$ cat config.mk
export PLATFORM = sky130hd
export DESIGN_NAME = dpt_top
export DESIGN_NICKNAME = d
export VERILOG_FILES = /design/src/pkg/dpt_pkg.sv /design/src/hw/dpt_channel.sv /design/src/hw/dpt_top.sv
export SDC_FILE = /design/constraint.sdc
export NUM_CORES = 1
export LEC_CHECK = 0
export ABC_AREA = 1
export CAP_MARGIN = 10
export CELL_PAD_IN_SITES_DETAIL_PLACEMENT = 1
export CELL_PAD_IN_SITES_GLOBAL_PLACEMENT = 1
export CORE_ASPECT_RATIO = 1.75
export CORE_MARGIN = 2
export CORE_UTILIZATION = 46
export CTS_CLUSTER_SIZE = 40
export DETAILED_ROUTE_END_ITERATION = 6
export DONT_BUFFER_PORTS = 1
export GPL_TIMING_DRIVEN = 0
export PLACE_DENSITY = 0.88
export SYNTH_ARGS = -nofsm -noshare
export SYNTH_HDL_FRONTEND = slang
export SYNTH_SLANG_ARGS = --single-unit
export TNS_END_PERCENT = 30
$ cat constraint.sdc
create_clock -name mclk -period 2.8 [get_ports mclk]
set_input_delay 0.42 -clock mclk [delete_from_list [all_inputs] [get_ports mclk]]
set_output_delay 0.42 -clock mclk [all_outputs]
set_load 0.01 [all_outputs]
$ cat src/pkg/dpt_pkg.sv
// Package of constants shared by the dual PWM timer block.
// How it works
// - Two independent channels, each counter, comparator, flip-flop.
// - Each channel runs PWM or interval timer.
// - Shared 5-bit prescaler fed by source over two.
// - Source select 00 geared, 01 slow, 10 fast/16.
// - Taps divide source by 4, 16, 64.
// - Reset returns source select to 00.
// - Prescaler runs when run bit set, else cleared.
// - Counter steps on tap chosen by clock select.
// - Mode bit 0 PWM, 1 interval; reset 0.
// - PWM clears on overflow; interval clears on match.
// - Per-channel run/clear bit; reset stops all counters.
// - Match flags when compare equals counter.
// - Buffer enable bit, reset zero, pairs buffer.
// - Buffer loads compare on PWM overflow or interval match.
// - Shared address; write both or buffer only.
// - Reads return buffer; compare is write-only.
// - Interval match inverts flip-flop when enabled.
// - PWM flip-flop polarity selectable; period 6-8 bits.
// - Overflow wins over simultaneous match.
package dpt_pkg;
    localparam int          DPT_NCH         = 2;        // Number of channels.
    localparam int          DPT_AW          = 8;        // Register address width.
    localparam int          DPT_DW          = 8;        // Register data width.
    localparam int          DPT_PSW         = 5;        // Prescaler width.
    // Register offsets.
    localparam logic [7:0]  DPT_ADDR_CMP0   = 8'h26;    // Channel 0 compare value.
    localparam logic [7:0]  DPT_ADDR_CMP1   = 8'h27;    // Channel 1 compare value.
    localparam logic [7:0]  DPT_ADDR_RUN    = 8'h20;    // Timer run control.
    localparam logic [7:0]  DPT_ADDR_MOD0   = 8'h28;    // Channel 0 mode register.
    localparam logic [7:0]  DPT_ADDR_MOD1   = 8'h29;    // Channel 1 mode register.
    localparam logic [7:0]  DPT_ADDR_FFC    = 8'h2A;    // Flip-flop control.
    localparam logic [7:0]  DPT_ADDR_SYS    = 8'h6E;    // System clock control 0.
    // Run register fields.
    localparam int          DPT_RUN_PRE     = 7;        // Prescaler run bit.
    localparam int          DPT_RUN_CH0     = 2;        // Channel 0 count bit.
    localparam int          DPT_RUN_CH1     = 3;        // Channel 1 count bit.
    // Mode register fields.
    localparam int          DPT_MOD_CLK_LO  = 0;        // Clock select low bit.
    localparam int          DPT_MOD_PER_LO  = 2;        // Period select low bit.
    localparam int          DPT_MOD_MODE    = 5;        // Mode bit.
    localparam int          DPT_MOD_DBEN    = 6;        // Buffer enable bit.
    // Flip-flop control fields, two bits trigger plus two bits command per channel.
    localparam int          DPT_FFC_STRIDE  = 4;        // Field stride per channel.
    localparam int          DPT_FFC_TRG_LO  = 0;        // Trigger mode low bit.
    localparam int          DPT_FFC_CMD_LO  = 2;        // Direct flip-flop command low bit.
    // Source select field in system clock control 0.
    localparam int          DPT_SYS_SRC_LO  = 0;        // Source select low bit.
    // Encodings.
    localparam logic [1:0]  DPT_SRC_GEAR    = 2'h0;     // Geared fast clock.
    localparam logic [1:0]  DPT_SRC_SLOW    = 2'h1;     // Low-frequency oscillator.
    localparam logic [1:0]  DPT_SRC_FAST16  = 2'h2;     // Fast oscillator over 16.
    localparam logic [1:0]  DPT_CLK_DIV4    = 2'h1;     // Tap divide by 4.
    localparam logic [1:0]  DPT_CLK_DIV16   = 2'h2;     // Tap divide by 16.
    localparam logic [1:0]  DPT_CLK_DIV64   = 2'h3;     // Tap divide by 64.
    localparam logic [1:0]  DPT_PER_6       = 2'h1;     // Period 63.
    localparam logic [1:0]  DPT_PER_7       = 2'h2;     // Period 127.
    localparam logic [1:0]  DPT_PER_8       = 2'h3;     // Period 255.
    localparam logic [7:0]  DPT_OVF_6       = 8'h3F;    // Six-bit overflow value.
    localparam logic [7:0]  DPT_OVF_7       = 8'h7F;    // Seven-bit overflow value.
    localparam logic [7:0]  DPT_OVF_8       = 8'hFF;    // Eight-bit overflow value.
    localparam logic [1:0]  DPT_TRG_OFF     = 2'h0;     // Inversion disabled.
    localparam logic [1:0]  DPT_TRG_INV     = 2'h1;     // Invert on each event.
    localparam logic [1:0]  DPT_TRG_CLRM    = 2'h2;     // Clear on match, set on overflow.
    localparam logic [1:0]  DPT_TRG_SETM    = 2'h3;     // Set on match, clear on overflow.
    localparam logic [1:0]  DPT_CMD_NONE    = 2'h0;     // No direct action.
    localparam logic [1:0]  DPT_CMD_CLR     = 2'h1;     // Force flip-flop low.
    localparam logic [1:0]  DPT_CMD_SET     = 2'h2;     // Force flip-flop high.
    localparam logic [7:0]  DPT_ZERO8       = 8'h00;    // Byte zero.
    localparam logic [7:0]  DPT_ONE8        = 8'h01;    // Byte one.
    // Prescaler tap bit positions: bit 0 divides the half-rate source by two.
    localparam int          DPT_TAP4_BIT    = 0;        // Source over 4.
    localparam int          DPT_TAP16_BIT   = 2;        // Source over 16.
    localparam int          DPT_TAP64_BIT   = 4;        // Source over 64.
    typedef enum logic [2:0] {
        DPT_ST_IDLE = 3'b001,                           // Channel stopped.
        DPT_ST_PWM  = 3'b010,                           // Counting in PWM mode.
        DPT_ST_TMR  = 3'b100                            // Counting in interval mode.
    } dpt_state_e;
endpackage

$ cat src/hw/dpt_channel.sv
// One PWM or interval timer channel with counter, comparator and buffer.
`timescale 1ns/1ps
module dpt_channel
    import dpt_pkg::*;
(
    input  wire logic       mclk,           // System clock.
    input  wire logic       rst_n,          // Synchronous reset, active low.
    input  wire logic       clk_en,         // Freezes all state when low.
    input  wire logic       run,            // Count enable; low clears counter.
    input  wire logic       tick,           // Selected prescaler tap pulse.
    input  wire logic       mode_tmr,       // Interval timer mode when high.
    input  wire logic       db_en,          // Buffer enable.
    input  wire logic [1:0] period_sel,     // PWM period select.
    input  wire logic [1:0] ff_trg,         // Flip-flop trigger mode.
    input  wire logic [1:0] ff_cmd,         // Direct flip-flop command pulse value.
    input  wire logic       ff_cmd_we,      // Direct command strobe.
    input  wire logic       cmp_we,         // Compare address write strobe.
    input  wire logic [7:0] cmp_wdata,      // Compare write data.
    output logic      [7:0] buf_q,          // Buffer register, readable.
    output logic            out_ff          // Output flip-flop.
);
    logic [7:0] cnt_reg;                    // Up counter.
    logic [7:0] cmp_reg;                    // Active compare value, write-only.
    dpt_state_e state_reg;                  // Channel state.
    logic [7:0] ovf_val;                    // Overflow value for chosen period.
    logic       match;                      // Comparator output.
    logic       ovf;                        // Overflow event.
    logic       reload;                     // Counter clear event.

    // Overflow value decode; an unused period code falls back to eight bits.
    always_comb begin
        case (period_sel)
            DPT_PER_6: ovf_val = DPT_OVF_6;
            DPT_PER_7: ovf_val = DPT_OVF_7;
            default:   ovf_val = DPT_OVF_8;
        endcase
    end

    // Events fire on the tick that brings the counter onto the target, so a
    // period is the overflow value in ticks and a match there meets overflow.
    function automatic logic lands_on(input logic [7:0] cnt, input logic [7:0] tgt);
        logic [7:0] nxt;
        nxt = cnt + DPT_ONE8;
        return nxt == tgt;
    endfunction

    assign match  = lands_on(cnt_reg, cmp_reg) && tick && (state_reg != DPT_ST_IDLE);
    assign ovf    = (state_reg == DPT_ST_PWM) && tick && lands_on(cnt_reg, ovf_val);
    assign reload = (state_reg == DPT_ST_PWM) ? ovf : match;

    // State follows run and mode; both are sampled each cycle.
    always_ff @(posedge mclk) begin
        if (!rst_n) begin
            state_reg <= DPT_ST_IDLE;
        end else if (clk_en) begin
            case (state_reg)
                DPT_ST_IDLE: begin
                    if (run) begin
                        state_reg <= mode_tmr ? DPT_ST_TMR : DPT_ST_PWM;
                    end
                end
                DPT_ST_PWM, DPT_ST_TMR: begin
                    if (!run) begin
                        state_reg <= DPT_ST_IDLE;
                    end else begin
                        state_reg <= mode_tmr ? DPT_ST_TMR : DPT_ST_PWM;
                    end
                end
                default: state_reg <= DPT_ST_IDLE;
            endcase
        end
    end

    // Up counter: cleared while stopped, wraps on the clearing event.
    always_ff @(posedge mclk) begin
        if (!rst_n) begin
            cnt_reg <= DPT_ZERO8;
        end else if (clk_en) begin
            if (!run) begin
                cnt_reg <= DPT_ZERO8;
            end else if (reload) begin
                cnt_reg <= DPT_ZERO8;
            end else if (tick && state_reg != DPT_ST_IDLE) begin
                cnt_reg <= cnt_reg + DPT_ONE8;
            end
        end
    end

    // Buffer and compare pair; a bus write in the same cycle as a transfer
    // wins on the buffer side, while the compare takes the old buffer.
    always_ff @(posedge mclk) begin
        if (!rst_n) begin
            buf_q   <= DPT_ZERO8;
            cmp_reg <= DPT_ZERO8;
        end else if (clk_en) begin
            if (cmp_we) begin
                buf_q <= cmp_wdata;
            end
            if (cmp_we && !db_en) begin
                cmp_reg <= cmp_wdata;
            end else if (db_en && reload) begin
                cmp_reg <= buf_q;
            end
        end
    end

    // Output flip-flop; overflow is tested first so it wins over match.
    always_ff @(posedge mclk) begin
        if (!rst_n) begin
            out_ff <= 1'b0;
        end else if (clk_en) begin
            if (ff_cmd_we && ff_cmd == DPT_CMD_SET) begin
                out_ff <= 1'b1;
            end else if (ff_cmd_we && ff_cmd == DPT_CMD_CLR) begin
                out_ff <= 1'b0;
            end else if (state_reg == DPT_ST_PWM) begin
                if (ovf) begin
                    case (ff_trg)
                        DPT_TRG_CLRM: out_ff <= 1'b1;
                        DPT_TRG_SETM: out_ff <= 1'b0;
                        DPT_TRG_INV:  out_ff <= ~out_ff;
                        default:      out_ff <= out_ff;
                    endcase
                end else if (match) begin
                    case (ff_trg)
                        DPT_TRG_CLRM: out_ff <= 1'b0;
                        DPT_TRG_SETM: out_ff <= 1'b1;
                        DPT_TRG_INV:  out_ff <= ~out_ff;
                        default:      out_ff <= out_ff;
                    endcase
                end
            end else if (state_reg == DPT_ST_TMR && match && ff_trg != DPT_TRG_OFF) begin
                out_ff <= ~out_ff;
            end
        end
    end
endmodule // dpt_channel

$ cat src/hw/dpt_top.sv
// Dual 8-bit PWM and interval timer with shared prescaler and register port.
//
// Added by the designer: the strobed register port.
`timescale 1ns/1ps
module dpt_top
    import dpt_pkg::*;
(
    input  wire logic                  mclk,        // System clock, 200 MHz.
    input  wire logic                  rst_n,       // Synchronous reset, active low.
    input  wire logic                  clk_en,      // Freezes all state when low.
    input  wire logic                  gear_tick,   // Geared fast clock pulse, same domain.
    input  wire logic                  slow_clk,    // Low-frequency oscillator, asynchronous level.
    input  wire logic                  fast_tick,   // Fast oscillator pulse, same domain.
    input  wire logic [dpt_pkg::DPT_AW-1:0] addr,   // Register address.
    input  wire logic [dpt_pkg::DPT_DW-1:0] wdata,  // Write data.
    input  wire logic                  wr,          // Write strobe.
    input  wire logic                  rd,          // Read strobe.
    output logic      [dpt_pkg::DPT_DW-1:0] rdata,  // Read data, one cycle later.
    output logic                       pwm0_output_pin, // Channel 0 output.
    output logic                       pwm1_output_pin  // Channel 1 output.
);
    import dpt_pkg::*;

    logic [7:0]         run_reg;                // Timer run control.
    logic [7:0]         mod_reg [DPT_NCH];      // Per-channel mode registers.
    logic [7:0]         ffc_reg;                // Flip-flop trigger modes.
    logic [1:0]         src_reg;                // Prescaler source select.
    logic [2:0]         slow_sync;              // Slow clock synchroniser.
    logic               slow_last_reg;          // Last agreed slow clock level.
    logic [3:0]         f16_reg;                // Fast clock divide-by-16.
    logic               half_reg;               // Divide-by-2 stage.
    logic [DPT_PSW-1:0] ps_reg;                 // Prescaler.
    logic [DPT_PSW-1:0] ps_next;                // Prescaler next value.
    logic               src_tick;               // Selected source pulse.
    logic               ps_step;                // Prescaler advance pulse.
    logic [7:0]         buf_q   [DPT_NCH];      // Buffer readback.
    logic               ch_out  [DPT_NCH];      // Channel flip-flops.
    logic               ch_tick [DPT_NCH];      // Channel count ticks.
    logic               cmp_we  [DPT_NCH];      // Compare write strobes.
    logic               run_bit [DPT_NCH];      // Channel run bits.

    // Tap pulse: a tap fires when its bit and all below carry at this step.
    function automatic logic tap_fire(input logic [DPT_PSW-1:0] ps, input logic step, input logic [1:0] sel);
        logic hit;
        hit = 1'b0;
        case (sel)
            DPT_CLK_DIV4:  hit = &ps[DPT_TAP4_BIT:0];
            DPT_CLK_DIV16: hit = &ps[DPT_TAP16_BIT:0];
            DPT_CLK_DIV64: hit = &ps[DPT_TAP64_BIT:0];
            default:       hit = 1'b0;
        endcase
        return hit && step;
    endfunction

    // Slow oscillator passes three flip-flops; edges count on agreement.
    always_ff @(posedge mclk) begin
        if (!rst_n) begin
            slow_sync     <= 3'h0;
            slow_last_reg <= 1'b0;
        end else if (clk_en) begin
            slow_sync <= {slow_sync[1:0], slow_clk};
            if (slow_sync[1] == slow_sync[2]) begin
                slow_last_reg <= slow_sync[2];
            end
        end
    end

    // Fast oscillator divided by 16.
    always_ff @(posedge mclk) begin
        if (!rst_n) begin
            f16_reg <= 4'h0;
        end else if (clk_en && fast_tick) begin
            f16_reg <= f16_reg + 4'h1;
        end
    end

    // Source select; the reserved code gives no source.
    always_comb begin
        case (src_reg)
            DPT_SRC_GEAR:   src_tick = gear_tick;
            DPT_SRC_SLOW:   src_tick = (slow_sync[1] == slow_sync[2]) && slow_sync[2] && !slow_last_reg;
            DPT_SRC_FAST16: src_tick = fast_tick && (&f16_reg);
            default:        src_tick = 1'b0;
        endcase
    end

    // Source divided by two feeds the prescaler; both stop when not running.
    assign ps_step = src_tick && half_reg;
    assign ps_next = ps_reg + {{(DPT_PSW-1){1'b0}}, 1'b1};

    always_ff @(posedge mclk) begin
        if (!rst_n) begin
            half_reg <= 1'b0;
            ps_reg   <= '0;
        end else if (clk_en) begin
            if (!run_reg[DPT_RUN_PRE]) begin
                half_reg <= 1'b0;
                ps_reg   <= '0;
            end else begin
                if (src_tick) begin
                    half_reg <= ~half_reg;
                end
                if (ps_step) begin
                    ps_reg <= ps_next;
                end
            end
        end
    end

    // Control registers; writes are single-cycle and never stall.
    always_ff @(posedge mclk) begin
        if (!rst_n) begin
            run_reg    <= DPT_ZERO8;
            mod_reg[0] <= DPT_ZERO8;
            mod_reg[1] <= DPT_ZERO8;
            ffc_reg    <= DPT_ZERO8;
            src_reg    <= DPT_SRC_GEAR;
        end else if (clk_en && wr) begin
            case (addr)
                DPT_ADDR_RUN:  run_reg    <= wdata;
                DPT_ADDR_MOD0: mod_reg[0] <= wdata;
                DPT_ADDR_MOD1: mod_reg[1] <= wdata;
                DPT_ADDR_FFC:  ffc_reg    <= wdata;
                DPT_ADDR_SYS:  src_reg    <= wdata[DPT_SYS_SRC_LO +: 2];
                default:       ;
            endcase
        end
    end

    // Read port: compare address returns the buffer only.
    always_ff @(posedge mclk) begin
        if (!rst_n) begin
            rdata <= DPT_ZERO8;
        end else if (clk_en) begin
            if (rd) begin
                case (addr)
                    DPT_ADDR_CMP0: rdata <= buf_q[0];
                    DPT_ADDR_CMP1: rdata <= buf_q[1];
                    DPT_ADDR_RUN:  rdata <= run_reg;
                    DPT_ADDR_MOD0: rdata <= mod_reg[0];
                    DPT_ADDR_MOD1: rdata <= mod_reg[1];
                    DPT_ADDR_FFC:  rdata <= {ch_out[1], ch_out[0], 2'h0, ffc_reg[DPT_FFC_STRIDE +: 2],
                                             ffc_reg[DPT_FFC_TRG_LO +: 2]};
                    DPT_ADDR_SYS:  rdata <= {6'h00, src_reg};
                    default:       rdata <= DPT_ZERO8;
                endcase
            end else begin
                rdata <= DPT_ZERO8;
            end
        end
    end

    // Two identical channels share the prescaler.
    for (genvar i = 0; i < DPT_NCH; i++) begin : g_ch
        assign run_bit[i] = (i == 0) ? run_reg[DPT_RUN_CH0] : run_reg[DPT_RUN_CH1];
        assign ch_tick[i] = tap_fire(ps_reg, ps_step, mod_reg[i][DPT_MOD_CLK_LO +: 2]);
        assign cmp_we[i]  = wr && (addr == ((i == 0) ? DPT_ADDR_CMP0 : DPT_ADDR_CMP1));

        dpt_channel u_ch (
            .mclk       (mclk),
            .rst_n      (rst_n),
            .clk_en     (clk_en),
            .run        (run_bit[i]),
            .tick       (ch_tick[i]),
            .mode_tmr   (mod_reg[i][DPT_MOD_MODE]),
            .db_en      (mod_reg[i][DPT_MOD_DBEN]),
            .period_sel (mod_reg[i][DPT_MOD_PER_LO +: 2]),
            .ff_trg     (ffc_reg[i*DPT_FFC_STRIDE + DPT_FFC_TRG_LO +: 2]),
            .ff_cmd     (wdata[i*DPT_FFC_STRIDE + DPT_FFC_CMD_LO +: 2]),
            .ff_cmd_we  (wr && addr == DPT_ADDR_FFC),
            .cmp_we     (cmp_we[i]),
            .cmp_wdata  (wdata),
            .buf_q      (buf_q[i]),
            .out_ff     (ch_out[i])
        );
    end

    // Pins come straight from the channel flip-flops.
    assign pwm0_output_pin = ch_out[0];
    assign pwm1_output_pin = ch_out[1];
endmodule // dpt_top

* After elaboration in Yosys (flattened, before gate mapping)
Memory sizes are Yosys's and may differ from the RTL's. Cells that the tools add are included.
Word-level totals: RAM bits 16, bits of input ports 24, register bits after elaboration 94, memories kept 1
Operators by class: $add $sub $neg 4, eq/ne operators 54, reduce and logical (&&, ||, !) cells 64, bitwise operators 5, multiplexer cells 58
Memory list:
- mod_reg | depth 2, bits a word 8, read ports 2, clocked after memory_dff 0, wr ports 2, line dpt_top.sv:25 | logic [7:0] mod_reg [DPT_NCH];
Operators by type and width (number):
- $mux W8 | 13
- $pmux W8 S7 | 1
- $eq A8 B6 Y1 const B | 6
- $logic_and A1 B1 Y1 | 33
- $eq A8 B8 Y1 | 4
- $pmux W8 S2 | 2
- $ne A7 B7 Y1 const B | 4
- $reduce_and A2 Y1 | 14
- $eq A2 B2 Y1 const B | 13
- $mux W1 | 25
- $pmux W1 S3 | 7
- $eq A2 B1 Y1 const B | 9
- $mux W3 | 6
- $add A8 B1 Y8 const B | 2
- $reduce_and A5 Y1 | 3
- $ne A3 B1 Y1 const B | 4
- $pmux W3 S2 | 2
- $mux W5 | 2
- $ne A5 B3 Y1 const B | 2
- $eq A8 B7 Y1 const B | 1
- $reduce_bool A2 Y1 | 4
- $reduce_bool A4 Y1 | 2
- $eq A3 B1 Y1 const B | 2
- $eq A3 B2 Y1 const B | 2
- 13 further kinds | 22

* Logic depth before layout (Yosys ltp)
depth in word-level cells 14, depth in mapped cells 18, depth with buffers taken out 17

* Hierarchy
A second synthesis with hierarchy kept.
Second synthesis, totals: cells, all modules 991, area total of the unflattened synthesis 6622.6 um^2
By module, submodules not included:
- dpt_channel | seq. area each 560.5 um^2, cells each 314, area an instance 1910.6 um^2, instances 2
- dpt_top | seq. area each 1201.2 um^2, cells each 363, area an instance 2801.4 um^2, instances 1

* Worst setup path before layout
OpenSTA, ideal clock, no wires.
path kind input port to flip-flop, start input port addr[4] (netlist bit), end memory mod_reg[1][2] (netlist: mod_reg[0][10]) (enable), cell stages on the path 8, setup slack 0.668 ns, required time 2.416 ns, arrival time 1.748 ns, setup time 0.384 ns, cell sequence inv_1 nand2_1 nor2_1 nand2_1 inv_1 buf_2 nand2_1 o21ai_0
RTL lines:
- start: declaration | line dpt_top.sv:14 | input wire logic [dpt_pkg::DPT_AW-1:0] addr,
- end: declaration | line dpt_top.sv:25

* Final worst setup path
start register g_ch[0].u_ch.cnt_reg[0], end register g_ch[0].u_ch.cmp_reg[7]
Between the ends: cells in the longest elaborated chain, start to end 8
RTL lines:
- start: declaration | line dpt_channel.sv:22 | logic [7:0] cnt_reg;
- start signal: assignment | line dpt_channel.sv:84 | cnt_reg <= cnt_reg + DPT_ONE8;
- $add A8 B1 Y8 (*) | line dpt_channel.sv:43 | nxt = cnt + DPT_ONE8;
- $eq A8 B8 Y1 | line dpt_channel.sv:44 | return nxt == tgt;
- $logic_and A1 B1 Y1 (2 in series) | line dpt_channel.sv:47 | assign match = lands_on(cnt_reg, cmp_reg) && tick && (state_reg != DPT_ST_IDLE);
- $mux W1 (*) | line dpt_channel.sv:49 | assign reload = (state_reg == DPT_ST_PWM) ? ovf : match;
- $logic_and A1 B1 Y1 (*) | line dpt_channel.sv:101 | end else if (db_en && reload) begin
- $reduce_bool A2 Y1 (no line) (*)
- $reduce_and A2 Y1 (no line) (*)
- end signal: assignment | line dpt_channel.sv:100 | cmp_reg <= cmp_wdata;
- end signal: assignment | line dpt_channel.sv:102 | cmp_reg <= buf_q;
- end: declaration | line dpt_channel.sv:23 | logic [7:0] cmp_reg;
Every way passes the cells marked *; elsewhere a longest branch is shown, timed or not. A chain may end at the register's enable or synchronous reset.

==> metrics.md <==
| Metric | Value |
|---|---|
| Gr usage total | 0.319 |
| Initial antenna violation count | 0 |
| Vias in the first global route | 6,807 |
| Minimum clock period | 2520 ps |
| Worst-path clk slew | 80 ps |
| Max Slew Vio Count | 0 |
| CP cell instances | ha_1 -> nand2_1 -> inv_1 -> nand3_1 -> nand2_1 -> nand3_1 -> nor2_1 -> nand4_2 -> nand2_1 -> nand3_1 -> nand2_2 -> nand2_4 -> buf_6 -> nor2_1 -> nor2_1 |
| PD cells | 499 nW/um^2 |
| Worst setup EP type | flop |
| Num CTS Buffers | 9 |
| First-pass GRT wire length | 35,400 um |
| DR DRC count | 0 |
| WP data required | 3050 ps |
| Int Pwr | 2.36 mW |
| Critical path origin | g_ch[0].u_ch.cnt_reg[0] |
| Crit path max-delay family | simple AND/OR/NAND/NOR gates |
| Post-Synthesis Cells | 912 |
| Relative slew slack | 0.149 |
| Area leader, netlist | dfxtp_1 |
| Die Footprint | 14,500 um^2 |
| Net switching power figure | 0.998 mW |
| Filler instances | 1,821 |
| Post-synthesis async set-or-reset flop share | 0 |
| Switch share | 0.297 |
| Final Skew | 11.7 ps |
| Peak supply drop | 0.302 mV |
| Ranking of synthesized cells by area | dfxtp_1, nand2_1, edfxtp_1 |
| DRT iter0 DRCs | 312 |
| Worst slew pin tran | 1260 ps |
| Share of the clock period used by the worst path | 0.899 |
| Detailed-route via count | 6,451 |
| Status | complete, no violations |
| Hold path start | slow_clk |
| Simple-gate share of the synthesized area | 0.327 |
| Metal-1 WL | 7970 um |
| Number of port buffers | 0 |
| Post-Synth XOR/XNOR Area | 0.00845 |
| Worst R2R Start | g_ch[0].u_ch.cnt_reg[0] |
| Layout cells sized above 1 | 0.0850 |
| Final Setup Violations | 0 |
| Yosys warns | 0 |
| Register bit total from synthesis | 108 |
| TritonRoute pass-1 iters | 5 |
| Storage element area | 2320 um^2 |
| Share of the synthesized area in the top cell type | 0.296 |
| Synth Area in Adders | 0.0221 |
| Distinct cells, synth | 43 |
| Multi-input logic area | 3290 um^2 |
| Top Metal Used | met4 |
| Fmax | 397 MHz |
| Clk pwr share | 0.384 |
| Max_cap viols | 0 |
| IO Pins | 34 |
| Hold_buf cts | 0 |
| Register area share after synthesis | 0.373 |
| CORE AREA | 13,300 um^2 |
| WL/cell | 20.5 um |
| Antenna Cells | 0 |
| Combinational Power Share | 0.115 |
| Final setup TNS | 0 ps |
| Compound-Gate Fraction of Synth Area | 0.171 |
| Clk_lat worst skew | 360 ps |
| Worst Path Arrival | 2770 ps |
| Core Rows | 56 |
| Leakage | 2.71 nW |
| CTS tree | yes |
| Final-report hold violation count | 0 |
| Multiplexer share of the synthesized area | 0 |
| Starting density of the core | 0.467 |
| Metal3 WL | 946 um |
| Root Driver | clkbuf_16 |
| H-tree depth | 3 |
| Synthesized net count | 947 |
| Clk sinks | 108 |
| Sequential Power Share | 0.501 |
| Vias/cell | 5.85 |
| WL met2 | 11,400 um |
| Pre-CTS setup slack | 37.4 ps |
| DRT antenna net count | 0 |
| Final WL | 22,600 um |
| Crit Path Class | reg2reg |
| Unrepaired setup endpoints after global routing | false |
| Syn_area_per_cell | 6.82 um^2 |
| Resized Gates After CTS | 0 |
| Critical path's slowest cell | dfxtp_1 |
| Area grow syn2layout | 8.21% |
| DIE WIDTH | 91.9 um |
| CP max FO | 10 |
| Post-Syn Area | 6220 um^2 |
| Grt total ovfl | 0 |
| HP Class | in2reg |
| Nets | 959 |
| Post-CTS Setup Bufs | 0 |
| Main combinational cell family by area after synthesis | simple AND/OR/NAND/NOR gates |
| DP Wirelength | 17,300 um |
| Worst setup SP type | flop |
| Max incr delay on CP | 450 ps |
| EDFF count, synth | 16 |
| Die height | 158 um |
| Ys flop type | dfxtp_1 |
| CP Buf/Inv Count | 2 |
| GPL Wtd Cong | 0.986 |
| CTS max path bufs | 2 |
| Final worst slack | 284 ps |
| Largest net degree at the start of global routing | 20 |
-- per-layer routing --
layer / global-route usage / vias up
li1: - / 3048
met1: 0.310 / 3052
met3: 0.0495 / 126
met4: 0.289 / 0
met5: 0 / -
met2: 0.575 / 225
-- area by class of cell --
type,instances,area share
inverters,127,0.0708
well taps,174,0.0324
clock buffers,10,0.0340
multi-input cells,651,0.489
repair buffers,1,0.000744
plain buffers,26,0.0199
clock inverters,6,0.00800
flip-flops and latches,108,0.345
-- through the flow --
stage / utilization / instance area (um^2) / power [mW] / hold WS (ps) / cells
after floorplan: - / 6220 / 1.97 / 437 / 912
final: 0.505 / 6730 / 3.36 / 220 / 1103
after global placement: 0.483 / 6440 / 2.07 / 456 / 1086
after detailed placement: 0.483 / 6440 / 2.09 / 473 / 1086
after global routing: 0.505 / 6730 / 3.46 / 244 / 1103
after CTS: 0.505 / 6720 / 3.35 / 228 / 1102
-- worst paths after layout --
| check | to | slack, ps | cells past startpoint |
|---|---|---|---|
| setup / recovery | g_ch[0].u_ch.cmp_reg[7] | 280 | 15 |
| hold / removal | slow_sync[0] | 220 | 2 |
| setup reg to reg | g_ch[0].u_ch.cmp_reg[7] | 280 | 15 |
| hold reg to reg | f16_reg[2] | 490 | 2 |
-- cell usage after synthesis, types with 2 or more instances --
cell and count:
a211oi_1 10, a21oi_1 74, a21oi_2 6, a22oi_1 2, buf_2 6, clkbuf_1 17
clkinv_1 2, dfxtp_1 92, edfxtp_1 16, ha_1 11, inv_1 118, inv_2 7
nand2_1 176, nand2_2 11, nand2_4 4, nand3_1 90, nand3_2 4, nand3b_1 5
nand4_1 12, nor2_1 109, nor2_2 4, nor2_4 5, nor3_1 15, nor3_2 4
o2111ai_1 3, o211ai_1 2, o21ai_0 72, o21ai_1 7, o21ai_2 3, o22ai_1 7
xor2_1 6
-- logic make-up after synthesis --
family          count (synthesis)
compound gates                190
xor+xnor                        6
fa+ha+maj                      11
buf+inv                       153
flops                         108
simple gates                  444
-- power groups by stage --
| stage | Sequential, mW | Clock (mW) | Combinational [mW] |
|---|---|---|---|
| finish | 1.68 | 1.29 | 0.386 |
| CTS | 1.68 | 1.29 | 0.381 |
| floorplan | 1.70 | 0 | 0.268 |
| global placement | 1.71 | 0 | 0.358 |
| global route | 1.69 | 1.34 | 0.427 |
| detailed placement | 1.72 | 0 | 0.376 |
-- cell usage in the layout, fill, tap and decap left out, types with 10 or more instances in the layout --
cell type	n
ha_1	11
nand3_1	90
a21oi_1	73
nand2_1	176
a211oi_1	10
edfxtp_1	16
dfxtp_1	92
o21ai_0	72
inv_1	118
nand2_2	11
nor2_1	109
clkbuf_1	17
nand4_1	12
nor3_1	15
Power figures use the tool's default switching activity.
